## config.mk

```make
export PLATFORM = sky130hd
export DESIGN_NAME = tmb_channel
export DESIGN_NICKNAME = d
export VERILOG_FILES = /design/src/tmb_pkg.sv /design/src/tmb_presc_if.sv /design/src/tmb_prescaler.sv /design/src/tmb_channel.sv
export VERILOG_INCLUDE_DIRS = /design/src
export SDC_FILE = /design/constraint.sdc
export NUM_CORES = 1
export LEC_CHECK = 0
export BUFFER_PORTS_ARGS = -buffer_cell sky130_fd_sc_hd__buf_2
export CORE_UTILIZATION = 53
export DETAILED_ROUTE_END_ITERATION = 8
export PLACE_DENSITY_LB_ADDON = 0.12
export SYNTH_ARGS = -nofsm -noshare
export SYNTH_HDL_FRONTEND = slang
export SYNTH_SLANG_ARGS = --single-unit
```

## constraint.sdc

```tcl
create_clock -name CLK -period 3.08 [get_ports CLK]
set_input_delay 0.462 -clock CLK [delete_from_list [all_inputs] [get_ports CLK]]
set_output_delay 0.462 -clock CLK [all_outputs]
set_load 0.02 [all_outputs]
```

## src/tmb_defines.svh

```systemverilog
// register map, fields and prescaler taps of the timer channel
// assumes inclusion by bare name
`ifndef TMB_DEFINES_SVH
`define TMB_DEFINES_SVH

`define TMB_ADDR_W        8
`define TMB_OFF_RUN       8'h00
`define TMB_OFF_MODE      8'h04
`define TMB_OFF_FFCR      8'h08
`define TMB_OFF_CMP0      8'h0c
`define TMB_OFF_CMP1      8'h10
`define TMB_OFF_CAP0      8'h14
`define TMB_OFF_CAP1      8'h18
`define TMB_OFF_COUNT     8'h1c
`define TMB_OFF_SWCAP     8'h20

`define TMB_RUN_BIT       0
`define TMB_PRUN_BIT      2
`define TMB_MODE_CLK_LO   0
`define TMB_MODE_CLK_HI   1
`define TMB_MODE_CLE_BIT  2
`define TMB_MODE_CPM_LO   3
`define TMB_MODE_CPM_HI   4
`define TMB_FF_CTL_LO     0
`define TMB_FF_CTL_HI     1
`define TMB_FF_E0_BIT     2
`define TMB_FF_E1_BIT     3
`define TMB_FF_DBUF_BIT   4
`define TMB_SWCAP_BIT     0

`define TMB_CNT_ZERO      16'h0000
`define TMB_CNT_ONE       16'h0001
`define TMB_WORD_ZERO     32'h0000_0000
`define TMB_FF_CTL_READ   2'h3

`define TMB_PRE_W         5
`define TMB_PRE_ONE       5'h01
`define TMB_PRE_MASK_T1   5'h01
`define TMB_PRE_MASK_T4   5'h07
`define TMB_PRE_MASK_T16  5'h1f

`endif

```

## src/tmb_pkg.sv

```systemverilog
// types shared by the timer channel modules
// assumes nothing
`default_nettype none
package tmb_pkg;
    typedef enum logic [1:0] {TMB_CLK_EXT, TMB_CLK_T1, TMB_CLK_T4, TMB_CLK_T16} tmb_clk_e;
    typedef enum logic [1:0] {TMB_CAP_OFF, TMB_CAP_PINS, TMB_CAP_IN0_EDGES, TMB_CAP_COMPANION} tmb_cap_e;
    typedef enum logic [1:0] {TMB_FF_INVERT, TMB_FF_SET, TMB_FF_CLEAR, TMB_FF_KEEP} tmb_ffc_e;
    typedef logic [15:0] tmb_word_t;
endpackage : tmb_pkg
`default_nettype wire

```

## src/tmb_presc_if.sv

```systemverilog
// prescaler run request and tick enables
// assumes one clock domain on both ends
`default_nettype none
interface tmb_presc_if;
    logic       run;
    logic [2:0] tick;
    modport src (input run, output tick);
    modport dst (output run, input tick);
endinterface : tmb_presc_if
`default_nettype wire

```

## src/tmb_prescaler.sv

```systemverilog
// divider making tick enables for three taps
// assumes the parent drives run from the prescaler run bit
`include "tmb_defines.svh"
`default_nettype none
module tmb_prescaler
    import tmb_pkg::*;
(
    input  wire logic      CLK,
    input  wire logic      RST_N,
    tmb_presc_if.src       pif
);
    logic [`TMB_PRE_W-1:0] div;
    logic [`TMB_PRE_W-1:0] next_div;
    logic [2:0]            next_tick;
    logic [2:0]            tick;

    // restart from zero keeps the first tick period whole
    always_comb begin
        next_div  = pif.run ? div + `TMB_PRE_ONE : {`TMB_PRE_W{1'b0}};
        next_tick = 3'h0;
        if (pif.run) begin
            next_tick[0] = (div & `TMB_PRE_MASK_T1) == `TMB_PRE_MASK_T1;
            next_tick[1] = (div & `TMB_PRE_MASK_T4) == `TMB_PRE_MASK_T4;
            next_tick[2] = (div & `TMB_PRE_MASK_T16) == `TMB_PRE_MASK_T16;
        end
    end

    always_ff @(posedge CLK) begin
        if (!RST_N) begin
            div  <= {`TMB_PRE_W{1'b0}};
            tick <= 3'h0;
        end else begin
            div  <= next_div;
            tick <= next_tick;
        end
    end

    assign pif.tick = tick;
endmodule : tmb_prescaler
`default_nettype wire

```

## src/tmb_channel.sv

```systemverilog
// 16-bit timer channel: counter, compares, captures, output flop, APB
// assumes pins and companion flop are synchronous to CLK; APB slave with no wait states
// Function
// - interrupt when counter reaches compare one
// - interval mode counts prescaler, capture off
// - event mode counts input zero rising edges
// - software command copies counter to capture zero
// - compare matches toggle flop driving output pin
// - buffered compare zero loads on match one
// - output polarity free via flop set/clear
// - control 11: companion edges load captures
// - control 10: input zero edges load captures
// - input zero irq edge depends on control
// - input zero rise captures zero, raises irq
// - input one rise captures one, raises irq
// - clear-enable chooses clear on match one
// - flop control: invert, set, clear, keep
//
// Local design decisions: the APB register port and the register addresses.
`include "tmb_defines.svh"
`default_nettype none
module tmb_channel
    import tmb_pkg::*;
(
    input  wire logic                   CLK,
    input  wire logic                   RST_N,
    input  wire logic                   PSEL,
    input  wire logic                   PENABLE,
    input  wire logic                   PWRITE,
    input  wire logic [`TMB_ADDR_W-1:0] PADDR,
    input  wire logic [31:0]            PWDATA,
    output logic [31:0]                 PRDATA,
    output logic                        PREADY,
    output logic                        PSLVERR,
    input  wire logic                   EXTERNAL_INPUT_ZERO,
    input  wire logic                   EXTERNAL_INPUT_ONE,
    input  wire logic                   COMPANION_TIMER_FLOP,
    output logic                        TIMER_OUTPUT_PIN,
    output logic                        COMPARE_ZERO_INTERRUPT,
    output logic                        COMPARE_ONE_INTERRUPT,
    output logic                        INPUT_ZERO_EXT_INTERRUPT,
    output logic                        INPUT_ONE_EXT_INTERRUPT
);
    tmb_presc_if pif ();

    tmb_prescaler u_presc (
        .CLK   (CLK),
        .RST_N (RST_N),
        .pif   (pif)
    );

    function automatic logic rise(input logic now, input logic was);
        rise = now & ~was;
    endfunction : rise

    function automatic logic hit(input logic [`TMB_ADDR_W-1:0] addr, input logic [`TMB_ADDR_W-1:0] off);
        hit = (addr == off);
    endfunction : hit

    // control registers
    logic        run_bit;
    logic        prescaler_run_bit;
    tmb_clk_e    clk_sel;
    logic        clear_en;
    tmb_cap_e    capture_control_field;
    logic        toggle_on_match_zero_enable;
    logic        toggle_on_match_one_enable;
    logic        dbuf_en;
    tmb_word_t   compare_reg_zero;
    tmb_word_t   compare_buf;
    tmb_word_t   compare_reg_one;
    logic        next_run_bit;
    logic        next_prescaler_run_bit;
    tmb_clk_e    next_clk_sel;
    logic        next_clear_en;
    tmb_cap_e    next_capture_control_field;
    logic        next_toggle_on_match_zero_enable;
    logic        next_toggle_on_match_one_enable;
    logic        next_dbuf_en;
    tmb_word_t   next_compare_reg_zero;
    tmb_word_t   next_compare_buf;
    tmb_word_t   next_compare_reg_one;

    // timing state
    tmb_word_t   up_counter;
    tmb_word_t   capture_reg_zero;
    tmb_word_t   capture_reg_one;
    logic        output_toggle_flop;
    logic        in0_q;
    logic        in1_q;
    logic        comp_q;
    logic        cmp0_irq;
    logic        cmp1_irq;
    logic        in0_irq;
    logic        in1_irq;
    tmb_word_t   next_up_counter;
    tmb_word_t   next_capture_reg_zero;
    tmb_word_t   next_capture_reg_one;
    logic        next_output_toggle_flop;
    logic        next_cmp0_irq;
    logic        next_cmp1_irq;
    logic        next_in0_irq;
    logic        next_in1_irq;

    // bus
    logic [31:0] prdata;
    logic [31:0] next_prdata;

    logic        wr;
    logic        setup;
    logic        mapped;
    logic        in0_rise;
    logic        in0_fall;
    logic        in1_rise;
    logic        comp_rise;
    logic        comp_fall;
    logic        count_tick;
    logic        match0;
    logic        match1;
    logic        sw_cap;

    assign wr    = PSEL & PENABLE & PWRITE;
    assign setup = PSEL & ~PENABLE;
    assign pif.run = prescaler_run_bit;

    always_comb begin
        mapped = hit(PADDR, `TMB_OFF_RUN) | hit(PADDR, `TMB_OFF_MODE) | hit(PADDR, `TMB_OFF_FFCR)
               | hit(PADDR, `TMB_OFF_CMP0) | hit(PADDR, `TMB_OFF_CMP1) | hit(PADDR, `TMB_OFF_CAP0)
               | hit(PADDR, `TMB_OFF_CAP1) | hit(PADDR, `TMB_OFF_COUNT) | hit(PADDR, `TMB_OFF_SWCAP);
    end

    assign in0_rise  = rise(EXTERNAL_INPUT_ZERO, in0_q);
    assign in0_fall  = rise(in0_q, EXTERNAL_INPUT_ZERO);
    assign in1_rise  = rise(EXTERNAL_INPUT_ONE, in1_q);
    assign comp_rise = rise(COMPANION_TIMER_FLOP, comp_q);
    assign comp_fall = rise(comp_q, COMPANION_TIMER_FLOP);
    assign sw_cap    = wr & hit(PADDR, `TMB_OFF_SWCAP) & PWDATA[`TMB_SWCAP_BIT];

    // register writes
    always_comb begin
        next_run_bit                     = run_bit;
        next_prescaler_run_bit           = prescaler_run_bit;
        next_clk_sel                     = clk_sel;
        next_clear_en                    = clear_en;
        next_capture_control_field       = capture_control_field;
        next_toggle_on_match_zero_enable = toggle_on_match_zero_enable;
        next_toggle_on_match_one_enable  = toggle_on_match_one_enable;
        next_dbuf_en                     = dbuf_en;
        next_compare_buf                 = compare_buf;
        next_compare_reg_one             = compare_reg_one;
        next_compare_reg_zero            = compare_reg_zero;
        if (wr) begin
            if (hit(PADDR, `TMB_OFF_RUN)) begin
                next_run_bit           = PWDATA[`TMB_RUN_BIT];
                next_prescaler_run_bit = PWDATA[`TMB_PRUN_BIT];
            end
            if (hit(PADDR, `TMB_OFF_MODE)) begin
                next_clk_sel               = tmb_clk_e'(PWDATA[`TMB_MODE_CLK_HI:`TMB_MODE_CLK_LO]);
                next_clear_en              = PWDATA[`TMB_MODE_CLE_BIT];
                next_capture_control_field = tmb_cap_e'(PWDATA[`TMB_MODE_CPM_HI:`TMB_MODE_CPM_LO]);
            end
            if (hit(PADDR, `TMB_OFF_FFCR)) begin
                next_toggle_on_match_zero_enable = PWDATA[`TMB_FF_E0_BIT];
                next_toggle_on_match_one_enable  = PWDATA[`TMB_FF_E1_BIT];
                next_dbuf_en                     = PWDATA[`TMB_FF_DBUF_BIT];
            end
            if (hit(PADDR, `TMB_OFF_CMP0)) begin
                next_compare_buf = PWDATA[15:0];
            end
            if (hit(PADDR, `TMB_OFF_CMP1)) begin
                next_compare_reg_one = PWDATA[15:0];
            end
        end
        // buffered writes wait for match one
        if (wr && hit(PADDR, `TMB_OFF_CMP0) && !dbuf_en) begin
            next_compare_reg_zero = PWDATA[15:0];
        end else if (dbuf_en && match1) begin
            next_compare_reg_zero = compare_buf;
        end
    end

    // counter, compares and captures
    always_comb begin
        unique case (clk_sel)
            TMB_CLK_T1:  count_tick = pif.tick[0];
            TMB_CLK_T4:  count_tick = pif.tick[1];
            TMB_CLK_T16: count_tick = pif.tick[2];
            // count on input zero rising edge
            TMB_CLK_EXT: count_tick = in0_rise;
        endcase
        // prescaler run gates external counting too
        count_tick = count_tick & run_bit & prescaler_run_bit;

        next_up_counter = up_counter;
        if (!run_bit) begin
            next_up_counter = `TMB_CNT_ZERO;
        end else if (count_tick) begin
            // clear on match one if enabled
            if (clear_en && up_counter == compare_reg_one) begin
                next_up_counter = `TMB_CNT_ZERO;
            end else begin
                next_up_counter = up_counter + `TMB_CNT_ONE;
            end
        end
        match0 = count_tick && next_up_counter == compare_reg_zero;
        match1 = count_tick && next_up_counter == compare_reg_one;

        next_capture_reg_zero = capture_reg_zero;
        next_capture_reg_one  = capture_reg_one;
        unique case (capture_control_field)
            TMB_CAP_OFF: begin
            end
            TMB_CAP_PINS: begin
                if (in0_rise) next_capture_reg_zero = up_counter;
                if (in1_rise) next_capture_reg_one = up_counter;
            end
            TMB_CAP_IN0_EDGES: begin
                if (in0_rise) next_capture_reg_zero = up_counter;
                if (in0_fall) next_capture_reg_one = up_counter;
            end
            TMB_CAP_COMPANION: begin
                if (comp_rise) next_capture_reg_zero = up_counter;
                if (comp_fall) next_capture_reg_one = up_counter;
            end
        endcase
        // software capture wins over a pin edge
        if (sw_cap) next_capture_reg_zero = up_counter;

        next_cmp0_irq = match0;
        next_cmp1_irq = match1;
        // falling edge only in control 10
        next_in0_irq  = (capture_control_field == TMB_CAP_IN0_EDGES) ? in0_fall : in0_rise;
        next_in1_irq  = in1_rise;
    end

    // output flop: software invert, set or clear beats a match; keep lets it toggle
    always_comb begin
        next_output_toggle_flop = output_toggle_flop;
        if ((match0 && toggle_on_match_zero_enable) ^ (match1 && toggle_on_match_one_enable)) begin
            next_output_toggle_flop = ~output_toggle_flop;
        end
        if (wr && hit(PADDR, `TMB_OFF_FFCR)) begin
            unique case (tmb_ffc_e'(PWDATA[`TMB_FF_CTL_HI:`TMB_FF_CTL_LO]))
                TMB_FF_INVERT: next_output_toggle_flop = ~output_toggle_flop;
                TMB_FF_SET:    next_output_toggle_flop = 1'b1;
                TMB_FF_CLEAR:  next_output_toggle_flop = 1'b0;
                TMB_FF_KEEP:   ;
            endcase
        end
    end

    // read data latched in setup: no wait state
    always_comb begin
        next_prdata = prdata;
        if (setup && !PWRITE) begin
            next_prdata = `TMB_WORD_ZERO;
            if (hit(PADDR, `TMB_OFF_RUN)) begin
                next_prdata[`TMB_RUN_BIT]  = run_bit;
                next_prdata[`TMB_PRUN_BIT] = prescaler_run_bit;
            end
            if (hit(PADDR, `TMB_OFF_MODE)) begin
                next_prdata[`TMB_MODE_CLK_HI:`TMB_MODE_CLK_LO] = clk_sel;
                next_prdata[`TMB_MODE_CLE_BIT]                 = clear_en;
                next_prdata[`TMB_MODE_CPM_HI:`TMB_MODE_CPM_LO] = capture_control_field;
            end
            if (hit(PADDR, `TMB_OFF_FFCR)) begin
                next_prdata[`TMB_FF_CTL_HI:`TMB_FF_CTL_LO] = `TMB_FF_CTL_READ;
                next_prdata[`TMB_FF_E0_BIT]                = toggle_on_match_zero_enable;
                next_prdata[`TMB_FF_E1_BIT]                = toggle_on_match_one_enable;
                next_prdata[`TMB_FF_DBUF_BIT]              = dbuf_en;
            end
            if (hit(PADDR, `TMB_OFF_CMP0))  next_prdata[15:0] = compare_reg_zero;
            if (hit(PADDR, `TMB_OFF_CMP1))  next_prdata[15:0] = compare_reg_one;
            if (hit(PADDR, `TMB_OFF_CAP0))  next_prdata[15:0] = capture_reg_zero;
            if (hit(PADDR, `TMB_OFF_CAP1))  next_prdata[15:0] = capture_reg_one;
            if (hit(PADDR, `TMB_OFF_COUNT)) next_prdata[15:0] = up_counter;
        end
    end

    always_ff @(posedge CLK) begin
        if (!RST_N) begin
            run_bit                     <= 1'b0;
            prescaler_run_bit           <= 1'b0;
            clk_sel                     <= TMB_CLK_EXT;
            clear_en                    <= 1'b0;
            capture_control_field       <= TMB_CAP_OFF;
            toggle_on_match_zero_enable <= 1'b0;
            toggle_on_match_one_enable  <= 1'b0;
            dbuf_en                     <= 1'b0;
            compare_reg_zero            <= `TMB_CNT_ZERO;
            compare_buf                 <= `TMB_CNT_ZERO;
            compare_reg_one             <= `TMB_CNT_ZERO;
            up_counter                  <= `TMB_CNT_ZERO;
            capture_reg_zero            <= `TMB_CNT_ZERO;
            capture_reg_one             <= `TMB_CNT_ZERO;
            output_toggle_flop          <= 1'b0;
            in0_q                       <= 1'b0;
            in1_q                       <= 1'b0;
            comp_q                      <= 1'b0;
            cmp0_irq                    <= 1'b0;
            cmp1_irq                    <= 1'b0;
            in0_irq                     <= 1'b0;
            in1_irq                     <= 1'b0;
            prdata                      <= `TMB_WORD_ZERO;
        end else begin
            run_bit                     <= next_run_bit;
            prescaler_run_bit           <= next_prescaler_run_bit;
            clk_sel                     <= next_clk_sel;
            clear_en                    <= next_clear_en;
            capture_control_field       <= next_capture_control_field;
            toggle_on_match_zero_enable <= next_toggle_on_match_zero_enable;
            toggle_on_match_one_enable  <= next_toggle_on_match_one_enable;
            dbuf_en                     <= next_dbuf_en;
            compare_reg_zero            <= next_compare_reg_zero;
            compare_buf                 <= next_compare_buf;
            compare_reg_one             <= next_compare_reg_one;
            up_counter                  <= next_up_counter;
            capture_reg_zero            <= next_capture_reg_zero;
            capture_reg_one             <= next_capture_reg_one;
            output_toggle_flop          <= next_output_toggle_flop;
            in0_q                       <= EXTERNAL_INPUT_ZERO;
            in1_q                       <= EXTERNAL_INPUT_ONE;
            comp_q                      <= COMPANION_TIMER_FLOP;
            cmp0_irq                    <= next_cmp0_irq;
            cmp1_irq                    <= next_cmp1_irq;
            in0_irq                     <= next_in0_irq;
            in1_irq                     <= next_in1_irq;
            prdata                      <= next_prdata;
        end
    end

    assign PRDATA                   = prdata;
    assign PREADY                   = 1'b1;
    assign PSLVERR                  = PSEL & PENABLE & ~mapped;
    assign TIMER_OUTPUT_PIN         = output_toggle_flop;
    assign COMPARE_ZERO_INTERRUPT   = cmp0_irq;
    assign COMPARE_ONE_INTERRUPT    = cmp1_irq;
    assign INPUT_ZERO_EXT_INTERRUPT = in0_irq;
    assign INPUT_ONE_EXT_INTERRUPT  = in1_irq;
endmodule : tmb_channel
`default_nettype wire

```

==> impl_results.md, run 1 <==
* Detail Placement HPWL at 18,780 µm
* Post-route setup slack at -211.7 ps
* Stage delay of the slowest cell on the critical path at 550 ps
* Endpoint class of the critical path: flip-flop
* Die area at 14,740 µm²
* Tot GR Track Use at 36.18%
* Remaining design rule violation count at 0
* Via total after detailed routing at 7,561
* Relative slew slack at 52.26%
* Leakage at 4.162 nW
* Violation count after the first detailed-routing iteration at 848
* Clock tree from TritonCTS: yes
* Post-synthesis average cell area at 8.285 µm²
* Peak supply drop at 0.0004611 V
* First-pass iteration count of the detailed router at 5
* Final hold vios at 0
* Worst slack on hold paths at 277.5 ps
* Total gr overflow at 0
* Worst-path maximum fanout at 7
* Antenna diode instance count at 0
* Area of all placed cells without fillers at 9958 µm²
* Final standard cell utilization of the core at 71.74%
* Required time of the critical path at 3420 ps
* Register clock-pin slew on the reported worst setup and hold paths at 60 ps
* Portion of the clock cycle consumed by the worst path in the final layout at 106.9%
* Max-cap violation count at 0
* Kind of start point of the critical path: flip-flop
* Wire length of the first global-routing pass at 39,720 µm
* Worst-Skew Late Latency at 420 ps
* Maximum number of pins on one net before global-route repair at 52
* Cell with the largest stage delay on the worst path: sky130_fd_sc_hd__or4_4
* Non-filler cells, final at 1,257
* Number of fill cells in the layout at 1,122
* Post-layout total power at 4.099 mW
* Violated checks: setup timing
* Status: finished with violations
* Async set-reset flop share out of synthesis at 0%
* Final worst clock skew at 9.476 ps
* Aggregate routed wire length at 26,140 µm
* Flip-flop and latch count after synthesis at 138
* Combined area of all synthesized cells at 7556 µm²
* Worst setup path category: reg -> reg
* Post-synth EDFFs at 0
* Ratio of total power to cell area at 411.6 nW/µm²
* Placed Instance Area at 8681 µm²
* Classification of the worst-slack hold path: in -> reg
* Placeable core region at 13,880 µm²
* Cts bufs inserted at 17
* Clk root buf: sky130_fd_sc_hd__clkbuf_16
* Most frequently used flop master after synthesis: sky130_fd_sc_hd__dfxtp_1
* Number of clock sinks at 138
* Post-DR wirelength/cell at 20.80 µm
* Chip Width at 121.4 µm
* # rows at 43
* DRT antenna net count at 0
* Critical path cell sequence: xnor2_1 -> nand4_1 -> or4_4 -> o31a_1 -> o21ai_0 -> nand3_1 -> nor4_2 -> nand4_1 -> buf_6 -> buf_12 -> and3b_1 -> nor3_1
* Crit path arrival time at 3630 ps
* Number of placed cells counting well taps at 1,197
* Antenna violations before repair at 0
* CP most frequent cell: sky130_fd_sc_hd__nand4_1
* Pins Over Slew Limit at 0
* Transition time at the pin with the least slew margin at 714.4 ps
* Distinct cells, synth at 71
* Layout cells sized above 1 at 30.83%
* Number of hold buffers added after cts at 0
* Setup slack at placement at -322.8 ps
* Sequential fraction of the synthesis area at 36.56%
* Final-report setup violation count at 17
* Depth of the CTS H-tree at 4
* Syn Inst Count at 912
* Final setup TNS at -2193 ps
* Number of nets in the final layout at 1,120
* Via count of the first global-routing pass at 7,208
* Post-route minimum period at 3292 ps
* Starting density of the core at 54.43%
* Unrepaired setup endpoints after global routing: true
* Floorplan die height at 121.4 µm
* Yosys warning count at 0
* Drt via density at 6.015
* Area growth from synthesis to layout at 31.79%
* Achievable Freq at 303.8 MHz
* Placer Congestion at 0.9731
* Io pins at 87
* Number of port buffers at 53
* Clock buffer depth at 2
-- metal layers --
layer | vias up | track usage, % | wire [µm]
li1 | 3530 | - | -
met1 | 3674 | 48.03 | 11280
met2 | 318 | 57.14 | 12210
met3 | 39 | 8.459 | 2023
met4 | 0 | 12.65 | 630
met5 | - | 0 | 0
-- final cells by class --
class / instances / area, µm² / share of cell area (%)
clock buffers: 18 / 439.2 / 4.410
multi-input cells: 686 / 4720 / 47.39
clock inverters: 14 / 158.9 / 1.596
repair buffers: 207 / 1585 / 15.92
flip-flops and latches: 138 / 2778 / 27.89
inverters: 14 / 52.55 / 0.5277
well taps: 180 / 225.2 / 2.262
-- cell families (layout without fill, tap and decap cells) --
logic type	count (synthesis)	after routing	synth area share [%]
xor+xnor	41	41	6.408
flops	138	138	36.56
simple gates	358	358	22.19
compound gates	203	204	18.93
buf+inv	104	253	6.375
other cells	2	17	0.09939
mux	58	58	8.114
fa+ha+maj	8	8	1.325
-- state kept, by name, indices dropped and copies added (netlist names), 2 cells and up --
register	count
PRDATA	16
compare_buf	16
clk_sel	2
capture_control_field	2
capture_reg_one	16
capture_reg_zero	16
compare_reg_one	16
up_counter	16
u_presc.pif.tick	3
compare_reg_zero	16
u_presc.div	5
-- repair_timing --
item | 4_1_cts | 5_1_grt
gates cloned | 4 | 1
pin swaps | 38 | 32
resized for setup | 67 | 18
buffers inserted | 14 | 11
endpoints found under the setup margin | 18 | 18
endpoints found under the hold margin | 0 | 0
-- cell usage after synthesis (5+ instances only) --
cell type / instances / area share (%)
sky130_fd_sc_hd__dfxtp_1: 138 / 37
sky130_fd_sc_hd__nand2_1: 120 / 6.0
sky130_fd_sc_hd__nor2_1: 105 / 5.2
sky130_fd_sc_hd__clkbuf_1: 56 / 2.8
sky130_fd_sc_hd__a21oi_1: 55 / 3.6
sky130_fd_sc_hd__o21ai_0: 43 / 2.8
sky130_fd_sc_hd__mux2i_1: 41 / 5.4
sky130_fd_sc_hd__nand4_1: 29 / 2.4
sky130_fd_sc_hd__xnor2_1: 26 / 3.0
sky130_fd_sc_hd__a22oi_1: 19 / 1.9
sky130_fd_sc_hd__and3_1: 19 / 1.6
sky130_fd_sc_hd__buf_4: 19 / 1.9
sky130_fd_sc_hd__nand3_1: 17 / 1.1
sky130_fd_sc_hd__mux2_2: 16 / 2.4
sky130_fd_sc_hd__nor3_1: 15 / 0.99
sky130_fd_sc_hd__a221oi_1: 14 / 1.6
sky130_fd_sc_hd__inv_1: 13 / 0.65
sky130_fd_sc_hd__buf_2: 10 / 0.66
sky130_fd_sc_hd__nor2b_1: 10 / 0.83
sky130_fd_sc_hd__o211ai_2: 10 / 1.7
sky130_fd_sc_hd__ha_1: 8 / 1.3
sky130_fd_sc_hd__xnor3_1: 8 / 2.4
sky130_fd_sc_hd__a211oi_1: 7 / 0.70
sky130_fd_sc_hd__nand2b_1: 7 / 0.58
sky130_fd_sc_hd__nor4_1: 7 / 0.58
sky130_fd_sc_hd__and2_1: 6 / 0.50
sky130_fd_sc_hd__o211ai_1: 6 / 0.60
sky130_fd_sc_hd__xor2_1: 6 / 0.70
sky130_fd_sc_hd__nor3b_1: 5 / 0.50
-- layout by cell type, fill, tap and decap left out, types with 8 or more instances in the layout --
cell                        Yosys  final
sky130_fd_sc_hd__a21oi_1       55     53
sky130_fd_sc_hd__a221oi_1      14     14
sky130_fd_sc_hd__a22oi_1       19     17
sky130_fd_sc_hd__and3_1        19     18
sky130_fd_sc_hd__buf_2         10     53
sky130_fd_sc_hd__buf_4         19    134
sky130_fd_sc_hd__buf_6          1     13
sky130_fd_sc_hd__clkbuf_16      0     18
sky130_fd_sc_hd__conb_1         2     17
sky130_fd_sc_hd__dfxtp_1      138    130
sky130_fd_sc_hd__inv_1         13     13
sky130_fd_sc_hd__mux2_2        16     14
sky130_fd_sc_hd__mux2i_1       41     40
sky130_fd_sc_hd__nand2_1      120    118
sky130_fd_sc_hd__nand3_1       17     16
sky130_fd_sc_hd__nand4_1       29     29
sky130_fd_sc_hd__nor2_1       105    102
sky130_fd_sc_hd__nor2b_1       10      9
sky130_fd_sc_hd__nor3_1        15      9
sky130_fd_sc_hd__o211ai_2      10     10
sky130_fd_sc_hd__o21ai_0       43     42
sky130_fd_sc_hd__xnor2_1       26     21
sky130_fd_sc_hd__xnor3_1        8      8
-- power breakdown --
part	switching (mW)	total [mW]	internal, mW
combinational	0.147	0.213	0.0668
clock	0.853	2.08	1.23
sequential	0.00588	1.80	1.80
-- worst max-delay path, delay by kind of cell (launching register included) --
kind            cells  cell delay [ps]
flops               1              320
simple gates        7             1710
buf+inv             2              330
xor+xnor            1              290
compound gates      2              560
-- worst paths after layout --
check / from / end / slack, ps / cells past startpoint
setup / recovery: up_counter[10] / compare_reg_zero[5] / -210 / 12
hold / removal: EXTERNAL_INPUT_ONE / in1_q / 280 / 2
setup reg to reg: up_counter[10] / compare_reg_zero[5] / -210 / 12
hold reg to reg: in1_q / INPUT_ONE_EXT_INTERRUPT / 420 / 1
Note: power is estimated with default switching activity, not from simulation.
==> run 2, diff against run 1 <==
--- a/config.mk
+++ b/config.mk
@@ -12,4 +12,5 @@
 export PLACE_DENSITY_LB_ADDON = 0.12
 export SYNTH_ARGS = -nofsm -noshare
 export SYNTH_HDL_FRONTEND = slang
+export SYNTH_HIERARCHICAL = 1
 export SYNTH_SLANG_ARGS = --single-unit
==> impl_results.md, run 2 <==
* Endpoint class of the critical path: flip-flop (unchanged)
* Post-synth top area share at 36.14% (was 36.56%)
* Number of nets in the final layout at 1,127 (was 1,120)
* Via count of the first global-routing pass at 7,196 (was 7,208)
* Part of the total power dissipated in the clock network at 49.6% (was 50.9%)
* Placeable core region at 13,990 µm² (was 13,880 µm²)
* Tot GR Track Use at 36.73% (was 36.18%)
* Post-route minimum period at 3463 ps (was 3292 ps)
* Number of fill cells in the layout at 1,106 (was 1,122)
* Total area of sequential cells at 2768 µm² (was 2778 µm²)
* Library cell with the largest summed area after synthesis: sky130_fd_sc_hd__dfxtp_1 (unchanged)
* Clock tree from TritonCTS: yes (unchanged)
* First-pass iteration count of the detailed router at 5 (unchanged)
* Cts bufs inserted at 17 (unchanged)
* Worst reg2reg startpoint: clk_sel[1] (was up_counter[10])
* Register share of total power at 45.8% (was 43.9%)
* Die area at 14,910 µm² (was 14,740 µm²)
* Kind of start point of the critical path: flip-flop (unchanged)
* Wire length of the first global-routing pass at 40,330 µm (was 39,720 µm)
* Final standard cell utilization of the core at 70.76% (was 71.74%)
* Placer Congestion at 0.9632 (was 0.9731)
* Floorplan die height at 122.1 µm (was 121.4 µm)
* Switching power at 0.9388 mW (was 1.006 mW)
* Number of clock sinks at 138 (unchanged)
* Crit path arrival time at 3800 ps (was 3630 ps)
* Largest cells by area after synthesis: sky130_fd_sc_hd__dfxtp_1 (36%), sky130_fd_sc_hd__mux2i_1 (8.4%), sky130_fd_sc_hd__nand2_1 (5.6%) (was sky130_fd_sc_hd__dfxtp_1 (37%), sky130_fd_sc_hd__nand2_1 (6.0%), sky130_fd_sc_hd__mux2i_1 (5.4%))
* Max-cap violation count at 0 (unchanged)
* Worst setup path category: reg -> reg (unchanged)
* Yosys warning count at 6 (was 0)
* Power Internal at 3.003 mW (was 3.094 mW)
* Chip Width at 122.1 µm (was 121.4 µm)
* Launching instance or port of the critical path: clk_sel[1] (was up_counter[10])
* Worst-path maximum fanout at 6 (was 7)
* Area growth from synthesis to layout at 29.50% (was 31.79%)
* Worst-Skew Late Latency at 430 ps (was 420 ps)
* Critical path cell sequence: or3b_4 -> a221o_2 -> or3_4 -> and2_1 -> buf_4 -> buf_4 -> nor4_4 -> a211o_1 -> nand2_2 -> o311a_1 -> o211ai_1 -> nor4bb_1 (was xnor2_1 -> nand4_1 -> or4_4 -> o31a_1 -> o21ai_0 -> nand3_1 -> nor4_2 -> nand4_1 -> buf_6 -> buf_12 -> and3b_1 -> nor3_1)
* Drt via density at 6.055 (was 6.015)
* Layout cells sized above 1 at 27.12% (was 30.83%)
* Violated checks: setup timing (unchanged)
* Number of port buffers at 53 (unchanged)
* Clock buffer depth at 2 (unchanged)
* Total gr overflow at 0 (unchanged)
* Setup slack at placement at -645.5 ps (was -322.8 ps)
* Combined area of the multi-input logic cells at 4821 µm² (was 4720 µm²)
* Post-synthesis average cell area at 8.363 µm² (was 8.285 µm²)
* Post-DR wirelength/cell at 21.16 µm (was 20.80 µm)
* Worst Hold Launch: COMPANION_TIMER_FLOP (was EXTERNAL_INPUT_ONE)
* Commonest non-fill, non-tap cell in the layout: sky130_fd_sc_hd__buf_4 (unchanged)
* Antenna violations before repair at 0 (unchanged)
* Non-filler cells, final at 1,264 (was 1,257)
* Placed Instance Area at 9001 µm² (was 8681 µm²)
* # rows at 43 (unchanged)
* Combined area of all synthesized cells at 7644 µm² (was 7556 µm²)
* Buf+Inv Stages, Crit Path at 2 (unchanged)
* Syn Inst Count at 914 (was 912)
* Required time of the critical path at 3420 ps (about the same)
* Antenna diode instance count at 0 (unchanged)
* Flip-flop and latch count after synthesis at 138 (unchanged)
* DRT antenna net count at 0 (unchanged)
* Clk root buf: sky130_fd_sc_hd__clkbuf_16 (unchanged)
* Peak supply drop at 0.0003965 V (was 0.0004611 V)
* CP most frequent cell: sky130_fd_sc_hd__buf_4 (was sky130_fd_sc_hd__nand4_1)
* Leakage at 4.099 nW (was 4.162 nW)
* Stage delay of the slowest cell on the critical path at 440 ps (was 550 ps)
* Via total after detailed routing at 7,654 (was 7,561)
* Io pins at 87 (unchanged)
* Final hold vios at 0 (unchanged)
* Register clock-pin slew on the reported worst setup and hold paths at 60 ps (about the same)
* Pins Over Slew Limit at 0 (unchanged)
* Aggregate routed wire length at 26,750 µm (was 26,140 µm)
* Detail Placement HPWL at 20,330 µm (was 18,780 µm)
* Cell with the largest stage delay on the worst path: sky130_fd_sc_hd__a221o_2 (was sky130_fd_sc_hd__or4_4)
* Ratio of total power to cell area at 398.3 nW/µm² (was 411.6 nW/µm²)
* Ranking of synthesized cells by instance count: sky130_fd_sc_hd__dfxtp_1 (138), sky130_fd_sc_hd__nand2_1 (115), sky130_fd_sc_hd__mux2i_1 (64) (was sky130_fd_sc_hd__dfxtp_1 (138), sky130_fd_sc_hd__nand2_1 (120), sky130_fd_sc_hd__nor2_1 (105))
* Transition time at the pin with the least slew margin at 582.1 ps (was 714.4 ps)
* Final worst clock skew at 9.208 ps (was 9.476 ps)
* Sequential fraction of the synthesis area at 36.14% (was 36.56%)
* Post-synth EDFFs at 0 (unchanged)
* Net switching fraction of the power at 23.81% (was 24.53%)
* Starting density of the core at 54.64% (was 54.43%)
* Async set-reset flop share out of synthesis at 0% (unchanged)
* Final-report setup violation count at 19 (was 17)
* Status: finished with violations (unchanged)
* Post-route setup slack at -383.3 ps (was -211.7 ps)
* Achievable Freq at 288.7 MHz (was 303.8 MHz)
* Relative slew slack at 61.20% (was 52.26%)
* Classification of the worst-slack hold path: in -> reg (unchanged)
* Proportion of power drawn by combinational gates at 4.6% (was 5.2%)
* Remaining design rule violation count at 0 (unchanged)
* Leading cell types in the layout, fill and taps excluded: sky130_fd_sc_hd__buf_4 (144), sky130_fd_sc_hd__dfxtp_1 (136), sky130_fd_sc_hd__nand2_1 (114) (was sky130_fd_sc_hd__buf_4 (134), sky130_fd_sc_hd__dfxtp_1 (130), sky130_fd_sc_hd__nand2_1 (118))
* Violation count after the first detailed-routing iteration at 810 (was 848)
* Depth of the CTS H-tree at 4 (unchanged)
* Maximum number of pins on one net before global-route repair at 56 (was 52)
* Number of placed cells counting well taps at 1,224 (was 1,197)
* Unrepaired setup endpoints after global routing: true (unchanged)
* Portion of the clock cycle consumed by the worst path in the final layout at 112.4% (was 106.9%)
* Top Family by Delay on Critical Path: simple AND/OR/NAND/NOR gates (unchanged)
* Worst slack on hold paths at 261.4 ps (was 277.5 ps)
* Distinct cells, synth at 70 (was 71)
* Area of all placed cells without fillers at 9898 µm² (was 9958 µm²)
* Number of hold buffers added after cts at 0 (unchanged)
* Top-count cell post-synth: sky130_fd_sc_hd__dfxtp_1 (unchanged)
* Most frequently used flop master after synthesis: sky130_fd_sc_hd__dfxtp_1 (unchanged)
-- run 2: cell count changes after synthesis, sizes merged, moves of 11 or more --
| cell | change |
|---|---|
| and2 | +13 |
| a21boi | +35 |
| nand4 | -20 |
| a22oi | -13 |
| mux2 | -14 |
| nor2b | +37 |
| xnor2 | -11 |
| a31oi | +12 |
| a22o | +11 |
| a21oi | -15 |
| nor2 | -59 |
| mux2i | +23 |
-- run 2: routing by layer --
metal	track usage (%)	routed length, µm	vias up
met2	56.21	11700	376
met1	50.49	11750	3640
met5	0	0	-
met4	14.79	923	0
li1	-	-	3574
met3	7.116	2372	64
-- run 2: worst register-to-register path, stage by stage (launching register included) --
cell,delay [ps]
sky130_fd_sc_hd__dfxtp_4,370
sky130_fd_sc_hd__or3b_4,400
sky130_fd_sc_hd__a221o_2,440
sky130_fd_sc_hd__or3_4,410
sky130_fd_sc_hd__and2_1,180
sky130_fd_sc_hd__buf_4,160
sky130_fd_sc_hd__buf_4,150
sky130_fd_sc_hd__nor4_4,220
sky130_fd_sc_hd__a211o_1,180
sky130_fd_sc_hd__nand2_2,90
sky130_fd_sc_hd__o311a_1,370
sky130_fd_sc_hd__o211ai_1,190
sky130_fd_sc_hd__nor4bb_1,200
-- run 2: what timing repair did --
| item | CTS | global route |
|---|---|---|
| pin swaps | 21 | 4 |
| endpoints found under the setup margin | 19 | 19 |
| buffers inserted | 7 | 2 |
| resized for setup | 36 | 17 |
-- run 2: cell families after synthesis --
family                   after synthesis  share of synthesized area, %
AND/OR/NAND/NOR                      351                         23.96
AO/OA/AOI/OAI                        223                         19.92
flip-flops                           138                         36.14
buffers and inverters                 95                         5.615
multiplexers                          66                         8.676
XOR/XNOR                              31                         4.272
adder cells (fa/ha/maj)                8                         1.310
other                                  2                       0.09825
-- run 2: cell type report --
cell class | count | area share [%]
clock buffers | 20 | 4.513
clock inverters | 12 | 1.188
multi-input cells | 696 | 48.70
repair buffers | 205 | 14.87
inverters | 13 | 0.4930
flip-flops and latches | 138 | 27.96
well taps | 180 | 2.275
-- run 2: metrics by stage --
stage | total power, mW | setup TNS (ps)
after floorplan | 1.968 | -3583
final | 3.942 | -4487
after global routing | 4.048 | -6798
after global placement | 2.016 | -9647
after detailed placement | 2.021 | -10490
after CTS | 3.953 | -4774
-- run 2: final timing paths --
kind	to	slack, ps	cells past startpoint
worst min-delay path	comp_q	260	2
worst min register to register	INPUT_ONE_EXT_INTERRUPT	410	1
worst max register to register	TIMER_OUTPUT_PIN	-380	12
worst max-delay path	TIMER_OUTPUT_PIN	-380	12
-- run 2: power groups by stage --
stage	Combinational, mW	Clock [mW]	Sequential, mW
after floorplan	0.110	0	1.86
after global placement	0.173	0	1.84
after detailed placement	0.177	0	1.84
after CTS	0.181	1.97	1.80
after global routing	0.198	2.05	1.80
final	0.183	1.95	1.80
==> run 3, diff against run 2 <==
--- a/config.mk
+++ b/config.mk
@@ -6,10 +6,12 @@
 export SDC_FILE = /design/constraint.sdc
 export NUM_CORES = 1
 export LEC_CHECK = 0
+export ABC_AREA = 0
 export BUFFER_PORTS_ARGS = -buffer_cell sky130_fd_sc_hd__buf_2
-export CORE_UTILIZATION = 53
+export CORE_UTILIZATION = 54
 export DETAILED_ROUTE_END_ITERATION = 8
 export PLACE_DENSITY_LB_ADDON = 0.12
+export SKIP_LAST_GASP = 1
 export SYNTH_ARGS = -nofsm -noshare
 export SYNTH_HDL_FRONTEND = slang
 export SYNTH_HIERARCHICAL = 1
==> constraint.sdc (replaced) <==
create_clock -name CLK -period 4.4 [get_ports CLK]
set_input_delay 0.66 -clock CLK [delete_from_list [all_inputs] [get_ports CLK]]
set_output_delay 0.66 -clock CLK [all_outputs]
set_load 0.02 [all_outputs]
==> impl_results.md, run 3 (synthesis gave the netlist of run 2 again) <==
* Transition time at the pin with the least slew margin at 976.9 ps (was 582.1 ps)
* Required time of the critical path at 4730 ps (was 3420 ps)
* Clock tree from TritonCTS: yes (unchanged)
* Number of placed cells counting well taps at 1,112 (was 1,224)
* Busiest grt layer: met2 (unchanged)
* GRT met2 Usage at 50.07% (was 56.21%)
* Final setup TNS at 0 ps (was -4487 ps)
* DRT antenna net count at 0 (unchanged)
* Chip Width at 121.0 µm (was 122.1 µm)
* First-pass iteration count of the detailed router at 5 (unchanged)
* Area of all placed cells without fillers at 8685 µm² (was 9898 µm²)
* Wire length of the first global-routing pass at 36,440 µm (was 40,330 µm)
* Post-DR wirelength/cell at 20.43 µm (was 21.16 µm)
* Placeable core region at 13,830 µm² (was 13,990 µm²)
* Via total after detailed routing at 7,074 (was 7,654)
* Final standard cell utilization of the core at 62.81% (was 70.76%)
* Pins Over Slew Limit at 0 (unchanged)
* Number of clock sinks at 138 (unchanged)
* Number of hold buffers added after cts at 0 (unchanged)
* Max-cap violation count at 0 (unchanged)
* Non-filler cells, final at 1,144 (was 1,264)
* Classification of the worst-slack hold path: reg -> reg (was in -> reg)
* Area growth from synthesis to layout at 13.62% (was 29.50%)
* Cells resized by post-CTS repair at 0 (was 36)
* Met3 track demand over resource at 7.472% (was 7.116%)
* Starting density of the core at 55.28% (was 54.64%)
* Unrepaired setup endpoints after global routing: false (was true)
* Crit path arrival time at 4500 ps (was 3800 ps)
* Final worst clock skew at 9.128 ps (was 9.208 ps)
* Drt via density at 6.184 (was 6.055)
* Register clock-pin slew on the reported worst setup and hold paths at 70 ps (was 60 ps)
* Cts bufs inserted at 17 (unchanged)
* Relative slew slack at 34.87% (was 61.20%)
* Number of port buffers at 53 (unchanged)
* Leakage at 3.406 nW (was 4.099 nW)
* # rows at 43 (unchanged)
* Tot GR Track Use at 33.03% (was 36.73%)
* Status: complete, no violations (was finished with violations)
* Floorplan die height at 121.0 µm (was 122.1 µm)
* Achievable Freq at 239.7 MHz (was 288.7 MHz)
* Post-CTS setup buffer count at 0 (was 7)
* Layout cells sized above 1 at 14.00% (was 27.12%)
* Placer Congestion at 0.9926 (was 0.9632)
* Final hold vios at 0 (unchanged)
* Remaining design rule violation count at 0 (unchanged)
* Violation count after the first detailed-routing iteration at 719 (was 810)
* Placed Instance Area at 8059 µm² (was 9001 µm²)
* Number of fill cells in the layout at 1,232 (was 1,106)
* Die area at 14,640 µm² (was 14,910 µm²)
* Antenna diode instance count at 0 (unchanged)
* Aggregate routed wire length at 23,380 µm (was 26,750 µm)
* Clock buffer depth at 2 (unchanged)
* Worst setup path category: reg -> reg (unchanged)
* Detail Placement HPWL at 16,880 µm (was 20,330 µm)
* M1 GR Usage at 46.20% (was 50.49%)
* Maximum number of pins on one net before global-route repair at 66 (was 56)
* Post-route minimum period at 4171 ps (was 3463 ps)
* Depth of the CTS H-tree at 4 (unchanged)
* Worst-Skew Late Latency at 430 ps (about the same)
* Endpoint class of the critical path: flip-flop (unchanged)
* Number of nets in the final layout at 1,007 (was 1,127)
* Kind of start point of the critical path: flip-flop (unchanged)
* Io pins at 87 (unchanged)
* Peak supply drop at 0.0002468 V (was 0.0003965 V)
* Antenna violations before repair at 0 (unchanged)
* Final-report setup violation count at 0 (was 19)
* Worst-path maximum fanout at 9 (was 6)
* Clk root buf: sky130_fd_sc_hd__clkbuf_16 (unchanged)
* Post-layout total power at 2.908 mW (was 3.942 mW)
* Leading cell types in the layout, fill and taps excluded: sky130_fd_sc_hd__dfxtp_1 (138), sky130_fd_sc_hd__nand2_1 (115), sky130_fd_sc_hd__mux2i_1 (64) (was sky130_fd_sc_hd__buf_4 (144), sky130_fd_sc_hd__dfxtp_1 (136), sky130_fd_sc_hd__nand2_1 (114))
* Ratio of total power to cell area at 334.8 nW/µm² (was 398.3 nW/µm²)
* Portion of the clock cycle consumed by the worst path in the final layout at 94.80% (was 112.4%)
* Commonest non-fill, non-tap cell in the layout: sky130_fd_sc_hd__dfxtp_1 (was sky130_fd_sc_hd__buf_4)
* Via count of the first global-routing pass at 6,533 (was 7,196)
* Total gr overflow at 0 (unchanged)
-- run 3: cell types whose count changed in the layout (fill, tap and decap cells not counted), moves of 4 or more --
cell and delta:
sky130_fd_sc_hd__nor4_4 -5, sky130_fd_sc_hd__buf_4 -112, sky130_fd_sc_hd__buf_6 -4, sky130_fd_sc_hd__buf_12 -4
sky130_fd_sc_hd__nor4_1 +8
-- run 3: final cells by class --
type | instances | area [µm²] | share of cell area, %
multi-input combinational | 696 | 4517 | 52.01
sequential | 138 | 2763 | 31.81
timing repair buffer | 85 | 505.5 | 5.820
clock buffer | 18 | 439.2 | 5.057
tap | 180 | 225.2 | 2.593
clock inverter | 14 | 186.4 | 2.147
inverter | 13 | 48.80 | 0.5619
-- run 3: critical path, cell delays in order, from the launching register on --
cell	delay, ps
sky130_fd_sc_hd__dfxtp_1	390
sky130_fd_sc_hd__or3b_1	520
sky130_fd_sc_hd__a22oi_1	710
sky130_fd_sc_hd__nand3_1	380
sky130_fd_sc_hd__a21oi_1	290
sky130_fd_sc_hd__nor4_1	80
sky130_fd_sc_hd__a211oi_1	450
sky130_fd_sc_hd__nor4b_1	130
sky130_fd_sc_hd__a2111oi_0	550
sky130_fd_sc_hd__buf_4	210
sky130_fd_sc_hd__nor4_1	50
sky130_fd_sc_hd__nor4bb_1	280
-- run 3: power breakdown --
part	switching [mW]	total, mW	internal, mW
sequential	0.00453	1.26	1.26
clock	0.604	1.53	0.922
combinational	0.0789	0.119	0.0400
-- run 3: final timing paths --
check / cells after the start / slack [ps] / to / from
max: 11 / 230 / TIMER_OUTPUT_PIN / clk_sel[1]
min: 1 / 420 / INPUT_ONE_EXT_INTERRUPT / in1_q
max reg2reg: 11 / 230 / TIMER_OUTPUT_PIN / clk_sel[1]
min reg2reg: 1 / 420 / INPUT_ONE_EXT_INTERRUPT / in1_q
-- run 3: metal layers --
metal  wire length (µm)  part of all wire (%)
met1              10630                    45
met2              10400                    44
met3               1889                   8.1
met4                456                   2.0
met5                  0                     0
-- run 3: metrics by stage --
stage,hold WS (ps),worst slack [ps]
floorplan,382.8,642.1
global placement,387.1,150.8
detailed placement,414.7,94.11
CTS,424.2,317.7
global route,439.7,114.2
finish,416.0,228.7
